### src/rwm_params.svh
// Timing counts and reset values for the wire mode data port
`ifndef RWM_PARAMS_SVH
`define RWM_PARAMS_SVH
`define RWM_CLK_MHZ        100
`define RWM_TDCK_MIN_NS    1600
`define RWM_TDCK_MAX_US    10000
`define RWM_HALF_MIN_CYC   ((`RWM_TDCK_MIN_NS * `RWM_CLK_MHZ / 1000 + 1) / 2)
`define RWM_HALF_MAX_CYC   (`RWM_TDCK_MAX_US * `RWM_CLK_MHZ / 2)
`define RWM_HALF_W         20
`define RWM_HALF_DEFAULT   20'h00050
`define RWM_RST_STRETCH    4'hF
`endif

### src/rwm_pkg.sv
// Types shared by the wire mode data port modules
package rwm_pkg;
    typedef enum logic [1:0] {RWM_SYNC_WIRE, RWM_ASYNC_WIRE, RWM_FRAME} rwm_mode_t;
    typedef enum logic {RWM_IDLE, RWM_ACTIVE} rwm_async_st_t;
endpackage : rwm_pkg

### src/rwm_clk_if.sv
// Bit clock strobes passed from the generator to the port logic, and resync passed back to the generator
interface rwm_clk_if;
    logic rise;
    logic fall;
    logic level;
    logic resync;
    modport gen  (output rise, output fall, output level, input resync);
    modport user (input rise, input fall, input level, output resync);
endinterface : rwm_clk_if

### src/rwm_bitclk_gen.sv
// Bit clock divider with resynchronisation restart
`include "rwm_params.svh"
module rwm_bitclk_gen
(
    // Clock and reset
    input  wire logic                     clk,
    input  wire logic                     nrst,
    // Half period in clk cycles
    input  wire logic [`RWM_HALF_W-1:0]   halfPeriod,
    // Strobes
    rwm_clk_if.gen                        bc
);
    logic [`RWM_HALF_W-1:0] count;
    logic                   level;
    wire  [`RWM_HALF_W-1:0] lo  = `RWM_HALF_W'(`RWM_HALF_MIN_CYC);
    wire  [`RWM_HALF_W-1:0] hi  = `RWM_HALF_W'(`RWM_HALF_MAX_CYC);
    // Clamp keeps the period inside the legal span even if misprogrammed
    wire  [`RWM_HALF_W-1:0] lim = (halfPeriod < lo) ? lo : ((halfPeriod > hi) ? hi : halfPeriod);
    wire                    wrap = (count >= lim - `RWM_HALF_W'(1));

    // Divider; resync restarts a low phase so the next rise lands mid start bit
    always_ff @(posedge clk or negedge nrst)
    begin
        if (!nrst)
        begin
            count <= '0;
            level <= 1'b0;
        end
        else if (bc.resync)
        begin
            count <= '0;
            level <= 1'b0;
        end
        else if (wrap)
        begin
            count <= '0;
            level <= ~level;
        end
        else
            count <= count + `RWM_HALF_W'(1);
    end

    assign bc.rise  = wrap && !level && !bc.resync;
    assign bc.fall  = wrap && level && !bc.resync;
    assign bc.level = level;
endmodule : rwm_bitclk_gen

### src/rwm_wire_port.sv
// Wire mode data port: bit clock, data direction, async resync, reset control
`include "rwm_params.svh"
module rwm_wire_port
(
    // Clock and reset
    input  wire logic                   clk,
    input  wire logic                   nrst,
    input  wire logic                   resetPinN,
    // Configuration from the SPI register file
    input  wire rwm_pkg::rwm_mode_t     mode,
    input  wire logic [`RWM_HALF_W-1:0] bitHalfPeriod,
    input  wire logic                   powerModeTx,
    input  wire logic                   useTxEnablePin,
    input  wire logic                   softResetBit,
    // Modem side
    output logic                        txBit,
    output logic                        txBitValid,
    input  wire logic                   rxBit,
    output logic                        packetCtrlEnable,
    output logic                        deviceReset,
    // Pins
    input  wire logic                   irqOrTxEnablePin,
    input  wire logic                   dataIn,
    output logic                        dataOut,
    output logic                        dataOe,
    output logic                        bitClockOut,
    output logic                        bitClockOe,
    // General purpose use of the pins in frame mode
    input  wire logic                   gpioDataOut,
    input  wire logic                   gpioDataOe,
    input  wire logic                   gpioClkOut,
    input  wire logic                   gpioClkOe,
    output logic                        gpioDataIn
);
    import rwm_pkg::*;

    rwm_clk_if bc ();

    // Synchroniser stages for pins from outside the clock domain
    logic [1:0]    txEnSync;
    logic [1:0]    dataSync;
    logic [1:0]    rstPinSync;
    // Edge and toggle detection history
    logic          dataPrev;
    logic          softPrev;
    // Reset stretch counter and receive bit holding register
    logic [3:0]    rstStretch;
    logic          rxHold;
    // Start bit search state
    rwm_async_st_t asyncSt;
    rwm_async_st_t next_asyncSt;

    // Transmit sample strike: wire mode, transmit direction, bit clock rising
    function automatic logic rwm_tx_strike(input logic wm, input logic dir, input logic rise);
        rwm_tx_strike = wm && dir && rise;
    endfunction : rwm_tx_strike

    // Direction pin; idles low so transmit waits for two clean samples
    always_ff @(posedge clk or negedge nrst)
    begin
        if (!nrst)
        begin
            txEnSync <= 2'h0;
        end
        else
        begin
            txEnSync <= {txEnSync[0], irqOrTxEnablePin};
        end
    end

    // Data pin; idles high like a released serial line, so no false start bit
    always_ff @(posedge clk or negedge nrst)
    begin
        if (!nrst)
        begin
            dataSync <= 2'h3;
        end
        else
        begin
            dataSync <= {dataSync[0], dataIn};
        end
    end

    // Reset pin; reads low until synchronised so reset holds after power-up
    always_ff @(posedge clk or negedge nrst)
    begin
        if (!nrst)
        begin
            rstPinSync <= 2'h0;
        end
        else
        begin
            rstPinSync <= {rstPinSync[0], resetPinN};
        end
    end

    // Mode and direction decoding
    wire dataS     = dataSync[1];
    wire wireMode  = (mode != RWM_FRAME);
    wire asyncMode = (mode == RWM_ASYNC_WIRE);
    wire txDir     = useTxEnablePin ? txEnSync[1] : powerModeTx;
    // Start bit: synchronised data falling while idle in async transmit
    wire startEdge = asyncMode && txDir && dataPrev && !dataS && (asyncSt == RWM_IDLE);
    wire txStrike  = rwm_tx_strike(wireMode, txDir, bc.rise);
    assign bc.resync = startEdge;

    // Bit clock generator; resync lands three cycles after the pin falls
    rwm_bitclk_gen u_gen
    (
        .clk        (clk),
        .nrst       (nrst),
        .halfPeriod (bitHalfPeriod),
        .bc         (bc)
    );

    // Start bit search: idle until a falling edge, then active until two high samples in a row
    always_comb
    begin
        next_asyncSt = asyncSt;
        case (asyncSt)
            RWM_IDLE:
            begin
                // Falling data while idle marks a start bit
                if (startEdge)
                    next_asyncSt = RWM_ACTIVE;
            end
            RWM_ACTIVE:
            begin
                // Two high samples in a row mean stop bit then idle line
                if (bc.rise && dataS && txBit)
                    next_asyncSt = RWM_IDLE;
            end
            default:
            begin
                next_asyncSt = RWM_IDLE;
            end
        endcase
    end

    // Edge history and search state; search is parked outside async mode
    always_ff @(posedge clk or negedge nrst)
    begin
        if (!nrst)
        begin
            dataPrev <= 1'b1;
            asyncSt  <= RWM_IDLE;
        end
        else
        begin
            dataPrev <= dataS;
            asyncSt  <= asyncMode ? next_asyncSt : RWM_IDLE;
        end
    end

    // Transmit sampling on bit clock rise; mid-bit, far from host changes
    always_ff @(posedge clk or negedge nrst)
    begin
        if (!nrst)
        begin
            txBit      <= 1'b1;
            txBitValid <= 1'b0;
        end
        else
        begin
            txBitValid <= txStrike;
            if (txStrike)
            begin
                txBit <= dataS;
            end
        end
    end

    // Receive update on bit clock fall so the host samples on the rise
    always_ff @(posedge clk or negedge nrst)
    begin
        if (!nrst)
        begin
            rxHold <= 1'b1;
        end
        else if (bc.fall)
        begin
            rxHold <= rxBit;
        end
    end

    // Reset: soft bit toggle or pin low; stretched so it spans several cycles
    wire softToggle = softResetBit != softPrev;
    always_ff @(posedge clk or negedge nrst)
    begin
        if (!nrst)
        begin
            softPrev <= 1'b0;
        end
        else
        begin
            softPrev <= softResetBit;
        end
    end

    // Stretch counter; any toggle of the soft bit counts, either direction
    always_ff @(posedge clk or negedge nrst)
    begin
        if (!nrst)
        begin
            rstStretch <= `RWM_RST_STRETCH;
        end
        else if (softToggle || !rstPinSync[1])
        begin
            rstStretch <= `RWM_RST_STRETCH;
        end
        else if (rstStretch != 4'h0)
        begin
            rstStretch <= rstStretch - 4'h1;
        end
    end
    assign deviceReset = (rstStretch != 4'h0);

    // Pin muxing: wire mode owns the pins, frame mode hands them to GPIO
    assign packetCtrlEnable = !wireMode;
    assign dataOe      = wireMode ? !txDir : gpioDataOe;
    assign dataOut     = wireMode ? rxHold : gpioDataOut;
    assign bitClockOut = wireMode ? bc.level : gpioClkOut;
    assign bitClockOe  = wireMode ? 1'b1 : gpioClkOe;
    assign gpioDataIn  = dataS;
endmodule : rwm_wire_port

### config.mk
export PLATFORM = sky130hd
export DESIGN_NAME = rwm_wire_port
export DESIGN_NICKNAME = d
export VERILOG_FILES = /design/src/rwm_pkg.sv /design/src/rwm_clk_if.sv /design/src/rwm_bitclk_gen.sv /design/src/rwm_wire_port.sv
export VERILOG_INCLUDE_DIRS = /design/src
export SDC_FILE = /design/constraint.sdc
export NUM_CORES = 1
export LEC_CHECK = 0
export ABC_CLOCK_PERIOD_IN_PS = 3900
export BUFFER_PORTS_ARGS = -buffer_cell sky130_fd_sc_hd__buf_2
export CAP_MARGIN = 0
export CORE_UTILIZATION = 29
export CTS_BUF_LIST = sky130_fd_sc_hd__clkbuf_8 sky130_fd_sc_hd__clkbuf_16
export DETAILED_ROUTE_END_ITERATION = 8
export GPL_TIMING_DRIVEN = 1
export PLACE_DENSITY = 0.53
export REMOVE_ABC_BUFFERS = 1
export SKIP_CTS_REPAIR_TIMING = 1
export SYNTH_ARGS = -nofsm -noshare
export SYNTH_HDL_FRONTEND = slang
export SYNTH_SLANG_ARGS = --single-unit
### constraint.sdc
create_clock -name clk -period 3.9 [get_ports clk]
set_input_delay 0.195 -clock clk [delete_from_list [all_inputs] [get_ports clk]]
set_output_delay 0.195 -clock clk [all_outputs]
set_load 0.1 [all_outputs]
# Word-level counts from Yosys, hierarchy flattened
# Index checks and enable logic that the tools add are counted.
# word_totals
out_inout_bits	9
ff_bits	37
elab_cells	62
# classes
add_sub_neg	3
mux	17
n_eq_ne	3
order_cmp	3
n_bitwise	2
reduce_logical	22
# op_table
operator	n
20-bit two-way mux	4
20-bit by 1-bit adder with 20-bit output, second input constant	1
20-bit >= comparator	1
20-bit by 19-bit > comparator with 1-bit output, second input constant	1
20-bit by 7-bit < comparator with 1-bit output, second input constant	1
20-bit by 1-bit subtractor with 20-bit output, second input constant	1
1-bit logical AND	12
1-bit two-way mux	10
4-bit two-way mux	2
1-bit zero test	6
2-bit nonzero test	2
4-bit nonzero test	1
4-bit by 1-bit subtractor with 4-bit output, second input constant	1
2-bit by 1-bit equality test with 1-bit output, second input constant	1
2-bit inequality test, second input constant	1
1-bit inverter	2
1-bit one-hot mux with 2 select lines	1
1-bit logical OR	1
1-bit inequality test	1

# Longest topological paths before layout
# Gate-level depths: netlist of the first run.
# logic_depth
word_depth	12
depth_mapped	22
ltp_nobuf	20

# Modules after synthesis
# Synthesis of the first run repeated with hierarchy kept, for this count alone.
# unflattened
hier_cells	297
area_unflattened_um2	2713.9
# by_module_without_submodules
module	instances	cells_each	area_per_inst_um2
rwm_bitclk_gen	1	246	2029.4
rwm_wire_port	1	51	684.4

# Worst setup path before layout of the first run
# No wires, ideal clock.
# synth_path
path_kind	input to register
start	in bitHalfPeriod[7]
end	reg txBit
path_stages	19
path_slack_ns	-0.205
setup_time_ns	0.085
required_ns	3.815
arrival_ns	4.020
path_cell_list	clkbuf_1 > nor4_2 > nand4b_2 > nor3_4 > nor2_1 > nand2_1 > ha_1 > nand2b_1 > nor3_1 > o211ai_2 > nor3_1 > xor2_1 > nor2_1 > ha_1 > nand4_1 > or4_4 > o21ai_4 > and3_1 > mux2_1
# synth_between
elab_chain_len	8
# synth_lines
element	line	text
start: declaration	rwm_wire_port.sv:11	input wire logic [`RWM_HALF_W-1:0] bitHalfPeriod,
20-bit by 19-bit > comparator with 1-bit output	rwm_bitclk_gen.sv:18	wire [`RWM_HALF_W-1:0] lim = (halfPeriod < lo) ? lo : ((halfPeriod > hi) ? hi : halfPeriod);
20-bit two-way mux	rwm_bitclk_gen.sv:18	
20-bit two-way mux (*)	rwm_bitclk_gen.sv:18	
20-bit by 1-bit subtractor with 20-bit output (*)	rwm_bitclk_gen.sv:19	wire wrap = (count >= lim - `RWM_HALF_W'(1));
20-bit >= comparator (*)	rwm_bitclk_gen.sv:19	
1-bit logical AND (*) (2 in series)	rwm_bitclk_gen.sv:43	assign bc.rise = wrap && !level && !bc.resync;
1-bit logical AND (*)	rwm_wire_port.sv:55	rwm_tx_strike = wm && dir && rise;
net txStrike	rwm_wire_port.sv:104	wire txStrike = rwm_tx_strike(wireMode, txDir, bc.rise);
end signal: assignment	rwm_wire_port.sv:168	txBit <= dataS;
end: declaration	rwm_wire_port.sv:16	output logic txBit,
# The timed path passes the listed nets; every way through them passes the cells marked *.
# A chain may end at the register's enable or synchronous reset.

# Worst setup path after layout of the first run
# layout_path
start	in bitHalfPeriod[12]
end	reg u_gen.count[3]
# layout_between
elab_chain_len	7
# layout_lines
element	line	text
20-bit by 19-bit > comparator with 1-bit output	rwm_bitclk_gen.sv:18	
20-bit two-way mux	rwm_bitclk_gen.sv:18	
20-bit two-way mux (*)	rwm_bitclk_gen.sv:18	
20-bit by 1-bit subtractor with 20-bit output (*)	rwm_bitclk_gen.sv:19	
20-bit >= comparator (*)	rwm_bitclk_gen.sv:19	
20-bit two-way mux (*)	rwm_bitclk_gen.sv:34	else if (wrap)
20-bit two-way mux (*)	rwm_bitclk_gen.sv:29	else if (bc.resync)
end signal: assignment	rwm_bitclk_gen.sv:40	count <= count + `RWM_HALF_W'(1);
end: declaration	rwm_bitclk_gen.sv:13	logic [`RWM_HALF_W-1:0] count;
# Every way passes the cells marked *; elsewhere a longest branch is shown, timed or not.

==> results of run 1 <==
## metrics by stage
stage               instance area [um2]  power [mW]
finish                             3600        1.36
global route                       3600        1.47
CTS                                3390        1.34
detailed placement                 3290        1.04
global placement                   3290        1.03
floorplan                          2650       0.887
## power groups by stage
stage               registers (mW)  clock network [mW]  logic [mW]
global route                 0.563               0.322       0.583
finish                       0.550               0.294       0.520
detailed placement           0.557                   0       0.486
CTS                          0.551               0.304       0.489
floorplan                    0.573                   0       0.314
global placement             0.556                   0       0.478
## area by class of cell
cell class	count	area, um2
clock inverters	1	5.00
well taps	108	135
fillers	858	5200
multi-input cells	238	1820
inverters	8	30.0
repair buffers	86	577
flip-flops and latches	37	937
clock buffers	7	96.3
## worst max-delay path, cell delays in order
cell       delay [ns]
buf_2            0.12
or3_1            0.40
nor4_2           0.37
a31oi_4          0.16
nor2_4           0.16
nand2_2          0.09
ha_4             0.18
nand2b_4         0.08
nor3_4           0.04
o211ai_2         0.12
nor3_1           0.09
xor2_1           0.15
nor2_1           0.12
ha_1             0.24
nand4_1          0.09
buf_4            0.13
nor2_1           0.06
a2111oi_4        0.42
o21ai_4          0.13
or2_4            0.31
clkbuf_16        0.17
nor2_2           0.10
## sequential cells by signal, indices dropped and copies added (netlist names), 2 cells and up
register / flops
rstStretch: 4
dataSync: 2
txEnSync: 2
rstPinSync: 2
u_gen.count: 20
## layout by cell type (no fill, tap or decap), drive strengths merged, types with 2 or more instances in the layout
cell type,count
nand2b,6
mux2,4
a2111oi,2
a21oi,7
and3,8
nand2,24
o21ai,9
xor2,20
clkbuf,8
inv,8
buf,84
a31oi,4
nor2,38
o21a,3
nand3,12
nor2b,3
dfrtp,28
nor3,15
or2,4
or4,2
dfstp,9
o31ai,3
nand3b,3
nand4b,2
nor4,4
or3,4
o211ai,3
nand4,7
ha,24
xnor2,16
## worst min-delay path by stage
stage | endpoint | from | depth (start not counted) | slack [ns]
finish | u_gen.bc.level | nrst | 1 | 0.009
global route | rstPinSync[0] | resetPinN | 1 | 0.005
CTS | dataSync[0] | dataIn | 1 | -0.007
detailed placement | dataSync[0] | dataIn | 1 | 0.30
global placement | dataSync[0] | dataIn | 1 | 0.30
floorplan | asyncSt | nrst | 0 | -0.10
## logic make-up (layout without fill, tap and decap cells)
| logic type | Yosys count | after routing | share of synthesized area [%] |
|---|---|---|---|
| simple gates | 136 | 136 | 27.2 |
| flops | 37 | 37 | 35.0 |
| compound gates | 36 | 36 | 10.3 |
| xor+xnor | 36 | 36 | 11.8 |
| fa+ha+maj | 24 | 24 | 11.2 |
| buf+inv | 15 | 102 | 2.24 |
| mux | 5 | 5 | 2.06 |
| other cells | 1 | 1 | 0.140 |
## per-layer routing
| layer | vias up | track usage [%] |
|---|---|---|
| met4 | 0 | 2.45 |
| met5 | - | 0 |
| met1 | 1088 | 17.4 |
| met2 | 25 | 21.5 |
| li1 | 1196 | - |
| met3 | 4 | 2.58 |
==> flow_summary.toml, run 1 <==
[run_status]
outcome = "finished with violations"
violations = "DRC"

[cts]
clock_path_buffers = 2
cts_buffers = 5
clock_latency_ns = 0.28
tritoncts = "yes"
clkTransAtPathRegs_ns = 0.07
htree_levels = 2
clockRootBuffer = "clkbuf_8"
clock_sink_count = 37

[power_and_ir_drop]
swShare_pct = 39.3
internal_power_mw = 0.828
seq_power_share_pct = 40.3
switching_power_mw = 0.536
power_density_mw_per_mm2 = 379
clkPwrFrac_pct = 21.5
ir_worst_vdd_mv = 0.184
comb_power_share_pct = 38.1
p_leak_nw = 1.66

[setup_path]
worstSetupStartpointType = "input pin"
reg2reg_setup_slack_ns = 1.44
critPathKind = "input pin to register"
critPathRequiredTime_ns = 4.12
crit_path_max_fanout = 5
crit_start = "bitHalfPeriod[12]"
cp-end-kind = "register"
arrival_ns = 3.94
r2r-end = "u_gen.count[3]"
r2r-start = "u_gen.count[0]"
r2r_cells = 9
crit_end = "u_gen.count[3]"

[logic_synthesis]
synth.top_cell.area_share_pct = 26.2
ys_async_sr_fraction_pct = 100
synth-edff-count = 0
synth-main-ff-cell = "dfrtp_1"
syn_avg_cell_area_um2 = 9.22
yosys.area.top_type = "dfrtp_1"
synth_cell_types = 53
synth_cells = 290
seq_area_frac_synth_pct = 35.0
synth-seq-cells = 37
yosysWarnings = 0
synth_area_leaders = "dfrtp_1 (26%), ha_1 (11%), dfstp_2 (8.8%)"
synth_common_cells = "nor2_1 (38), dfrtp_1 (28), ha_1 (24), nand2_1 (24), xor2_1 (20)"
yosysMostFrequentCell = "nor2_1"
synthesis.area_mm2 = 0.00268

[floorplan]
core_area_mm2 = 0.00881
start_util_pct = 30.4
rows = 34
die_h_um = 98.0
fp.dieW_um = 98.0
dieArea_mm2 = 0.00961
io_pins = 44

[routing]
wl_per_cell_um = 12.7
firstDrtPassIters = 6
dr.max_layer_used = "met4"
wl_um = 6170
met3WireLength_um = 155
postRouteAntennaNets = 0
wl_met1_um = 2970
drc = 2
via_count = 2313
wl_met2_um = 3020
drt-initial-drc-count = 96
vias_per_cell = 4.77

[sta]
setup_ws_ns = 0.182
fin_skew_ns = 0.00585
hold-worst-slack_ns = 0.00861
finalSetupTns_ns = 0
period_needed_ns = 3.72
drv_slew = 0
setup_viol = 0
relSlewSlack_pct = 44.6
tightest_slew_ns = 0.831
fmax_mhz = 269
finalHoldViolCount = 0
fin_crit_sh_pct = 95.3

[grt]
antenna_found_initial = 0
grt_overflow_total = 0
grtUsageTotal_pct = 12.9
grt_max_degree = 38
grt_pass1_wl_um = 10300
grt_pass1_vias = 2220

[placed_design]
portBuffers = 43
dpl.hpwl_um = 4680
gp_congestion = 0.784
dp.cells = 472
pre_cts_ws_ns = -0.278

[hold_path]
holdCritPathClass = "input pin to async pin"

[final_layout]
drive_gt1_share_pct = 38.2
instances_no_fill = 485
area.growth.synth_to_final_pct = 34.7
antenna_cells = 0
final_nets = 435
final_util_pct = 40.9

[run]
cap_violations = 0
Power figures use the tool's default switching activity.
==> run 2: changes to the inputs <==
- MAX_ROUTING_LAYER: not set -> met4
==> run 2 against run 1 <==
Compared with the run above:
- cell area is the same
- register-to-register slack about the same
- first-iteration DRC count up 6.3%
- critical path type unchanged
- the run still ends with DRC left
- clock power hardly changed
- hold slack got worse by 0.0015 ns
- highest routed layer unchanged
- die area is the same
- sequential power about the same
- via count about the same
- final cell count is the same
- critical path depth unchanged
- worst setup slack hardly changed
- count of clock-buffer cells in the layout unchanged
==> flow_summary.toml, run 2 (same netlist as run 1, synthesis figures left out) <==
[sta]
finalHoldViolCount = 0
tightest_slew_ns = 0.828
relSlewSlack_pct = 44.8
fin_crit_sh_pct = 95.3
fmax_mhz = 269
fin_skew_ns = 0.00574
drv_slew = 0
period_needed_ns = 3.72
setup_viol = 0

[setup_path]
crit_path_max_fanout = 5
worstSetupStartpointType = "input pin"
cpPeakStageDelay_ns = 0.42
cpLargestDelayFamily = "simple AND/OR/NAND/NOR gates"
crit_chain = "buf_2 -> or3_1 -> nor4_2 -> a31oi_4 -> nor2_4 -> nand2_2 -> ha_4 -> nand2b_4 -> nor3_4 -> o211ai_2 -> nor3_1 -> xor2_1 -> nor2_1 -> ha_1 -> nand4_1 -> buf_4 -> nor2_1 -> a2111oi_4 -> o21ai_4 -> or2_4 -> clkbuf_16 -> nor2_2"
critPathRequiredTime_ns = 4.12
arrival_ns = 3.94
cp.buffers_inverters = 3
cp_slowest_cell = "a2111oi_4"
critPathKind = "input pin to register"
cp-end-kind = "register"
path_common_cell = "nor2_1"

[floorplan]
rows = 34
io_pins = 44
start_util_pct = 30.4
dieArea_mm2 = 0.00961
fp.dieW_um = 98.0
core_area_mm2 = 0.00881
die_h_um = 98.0

[placed_design]
dpl_cell_area_mm2 = 0.00329
gp_congestion = 0.795
dpl.hpwl_um = 4680
portBuffers = 43
dp.cells = 472

[final_layout]
final_util_pct = 40.9
final_cell_mix = "buf_2 (42), buf_4 (40), nor2_1 (28), dfrtp_1 (28)"
reg_top3 = "u_gen.count (20), rstStretch (4)"
area.growth.synth_to_final_pct = 34.7
final_nets = 435
final_area_mm2 = 0.00360
nFillCells = 858
drive_gt1_share_pct = 38.2
largest-register = "u_gen.count"
instances_no_fill = 485
antenna_cells = 0
final_common_cell = "buf_2"
largest_reg_flops = 20

[cts]
cts_buffers = 5
clockRootBuffer = "clkbuf_8"
clock_path_buffers = 2
tritoncts = "yes"
clock_sink_count = 37
htree_levels = 2
clock_latency_ns = 0.28
clkTransAtPathRegs_ns = 0.07

[run_status]
violations = "DRC"
outcome = "finished with violations"

[power_and_ir_drop]
comb_power_share_pct = 38.1
seq_power_share_pct = 40.3
internal_power_mw = 0.828
clkPwrFrac_pct = 21.6
power_mw = 1.36
swShare_pct = 39.3
power_density_mw_per_mm2 = 379
p_leak_nw = 1.66
ir_worst_vdd_mv = 0.184
switching_power_mw = 0.536

[hold_path]
holdCritPathClass = "input pin to async pin"

[grt]
antenna_found_initial = 0
grt_pass1_vias = 2220
grtUsageTotal_pct = 13.3
grtUsageMet2_pct = 21.5
met1_usage_pct = 17.4
grt_overflow_total = 0
grt_busiest_layer = "met2"
grt_pass1_wl_um = 10200
use_met3_pct = 2.58
grt_max_degree = 38

[routing]
drc = 2
wl_per_cell_um = 12.7
wl_um = 6170
postRouteAntennaNets = 0
drt-initial-drc-count = 102
firstDrtPassIters = 6
via_count = 2312
vias_per_cell = 4.77

[run]
cap_violations = 0
-- run 2: power by group through the flow --
stage          logic, mW  clock network, mW  registers, mW
2_1_floorplan      0.314                  0          0.573
3_3_place_gp       0.478                  0          0.556
3_5_place_dp       0.486                  0          0.557
4_1_cts            0.489              0.304          0.551
5_1_grt            0.583              0.322          0.563
6_report           0.520              0.294          0.550
-- run 2: path summary, 6_finish.rpt --
kind,startpoint,endpoint,slack (ns),depth (start not counted)
min in group clk,resetPinN,rstPinSync[0],0.02,1
worst min-delay path,nrst,u_gen.bc.level,0.007,1
max in group asynchronous,nrst,txEnSync[1],3.37,1
worst max register to register,u_gen.count[0],u_gen.count[3],1.44,9
worst min register to register,txEnSync[0],txEnSync[1],0.35,0
worst max-delay path,bitHalfPeriod[12],u_gen.count[3],0.18,22
-- run 2: worst register-to-register path, delay by kind of cell, from the launching register on --
kind	cells	cell delay, ns
AOI/OAI and AO/OA	3	0.83
and+or+nand+nor	3	0.55
DFF	1	0.48
adders and majority gates	1	0.28
buffers and inverters	2	0.25
-- run 2: cell type report --
| cell class | instances | area (um2) | share of cell area, % |
|---|---|---|---|
| Multi-Input combinational cell | 238 | 1820 | 50.6 |
| Inverter | 8 | 30.0 | 0.833 |
| Clock inverter | 1 | 5.00 | 0.139 |
| Tap cell | 108 | 135 | 3.75 |
| Clock buffer | 7 | 96.3 | 2.67 |
| Timing Repair Buffer | 86 | 577 | 16.0 |
| Sequential cell | 37 | 937 | 26.0 |
-- run 2: per-layer routing --
layer	vias to the layer above	routed length, um
li1	1196	-
met1	1089	3000
met2	25	3010
met3	2	128
met4	0	26
met5	-	0
-- run 2: through the flow --
step | hold WS, ns | setup WS, ns | setup TNS [ns]
6_report | 0.00711 | 0.182 | 0
2_1_floorplan | -0.101 | -0.201 | -4.16
5_1_grt | 0.00455 | -0.0321 | -0.393
4_1_cts | -0.00674 | 0.0359 | 0
3_5_place_dp | 0.302 | -0.278 | -3.21
3_3_place_gp | 0.301 | -0.0895 | -0.766
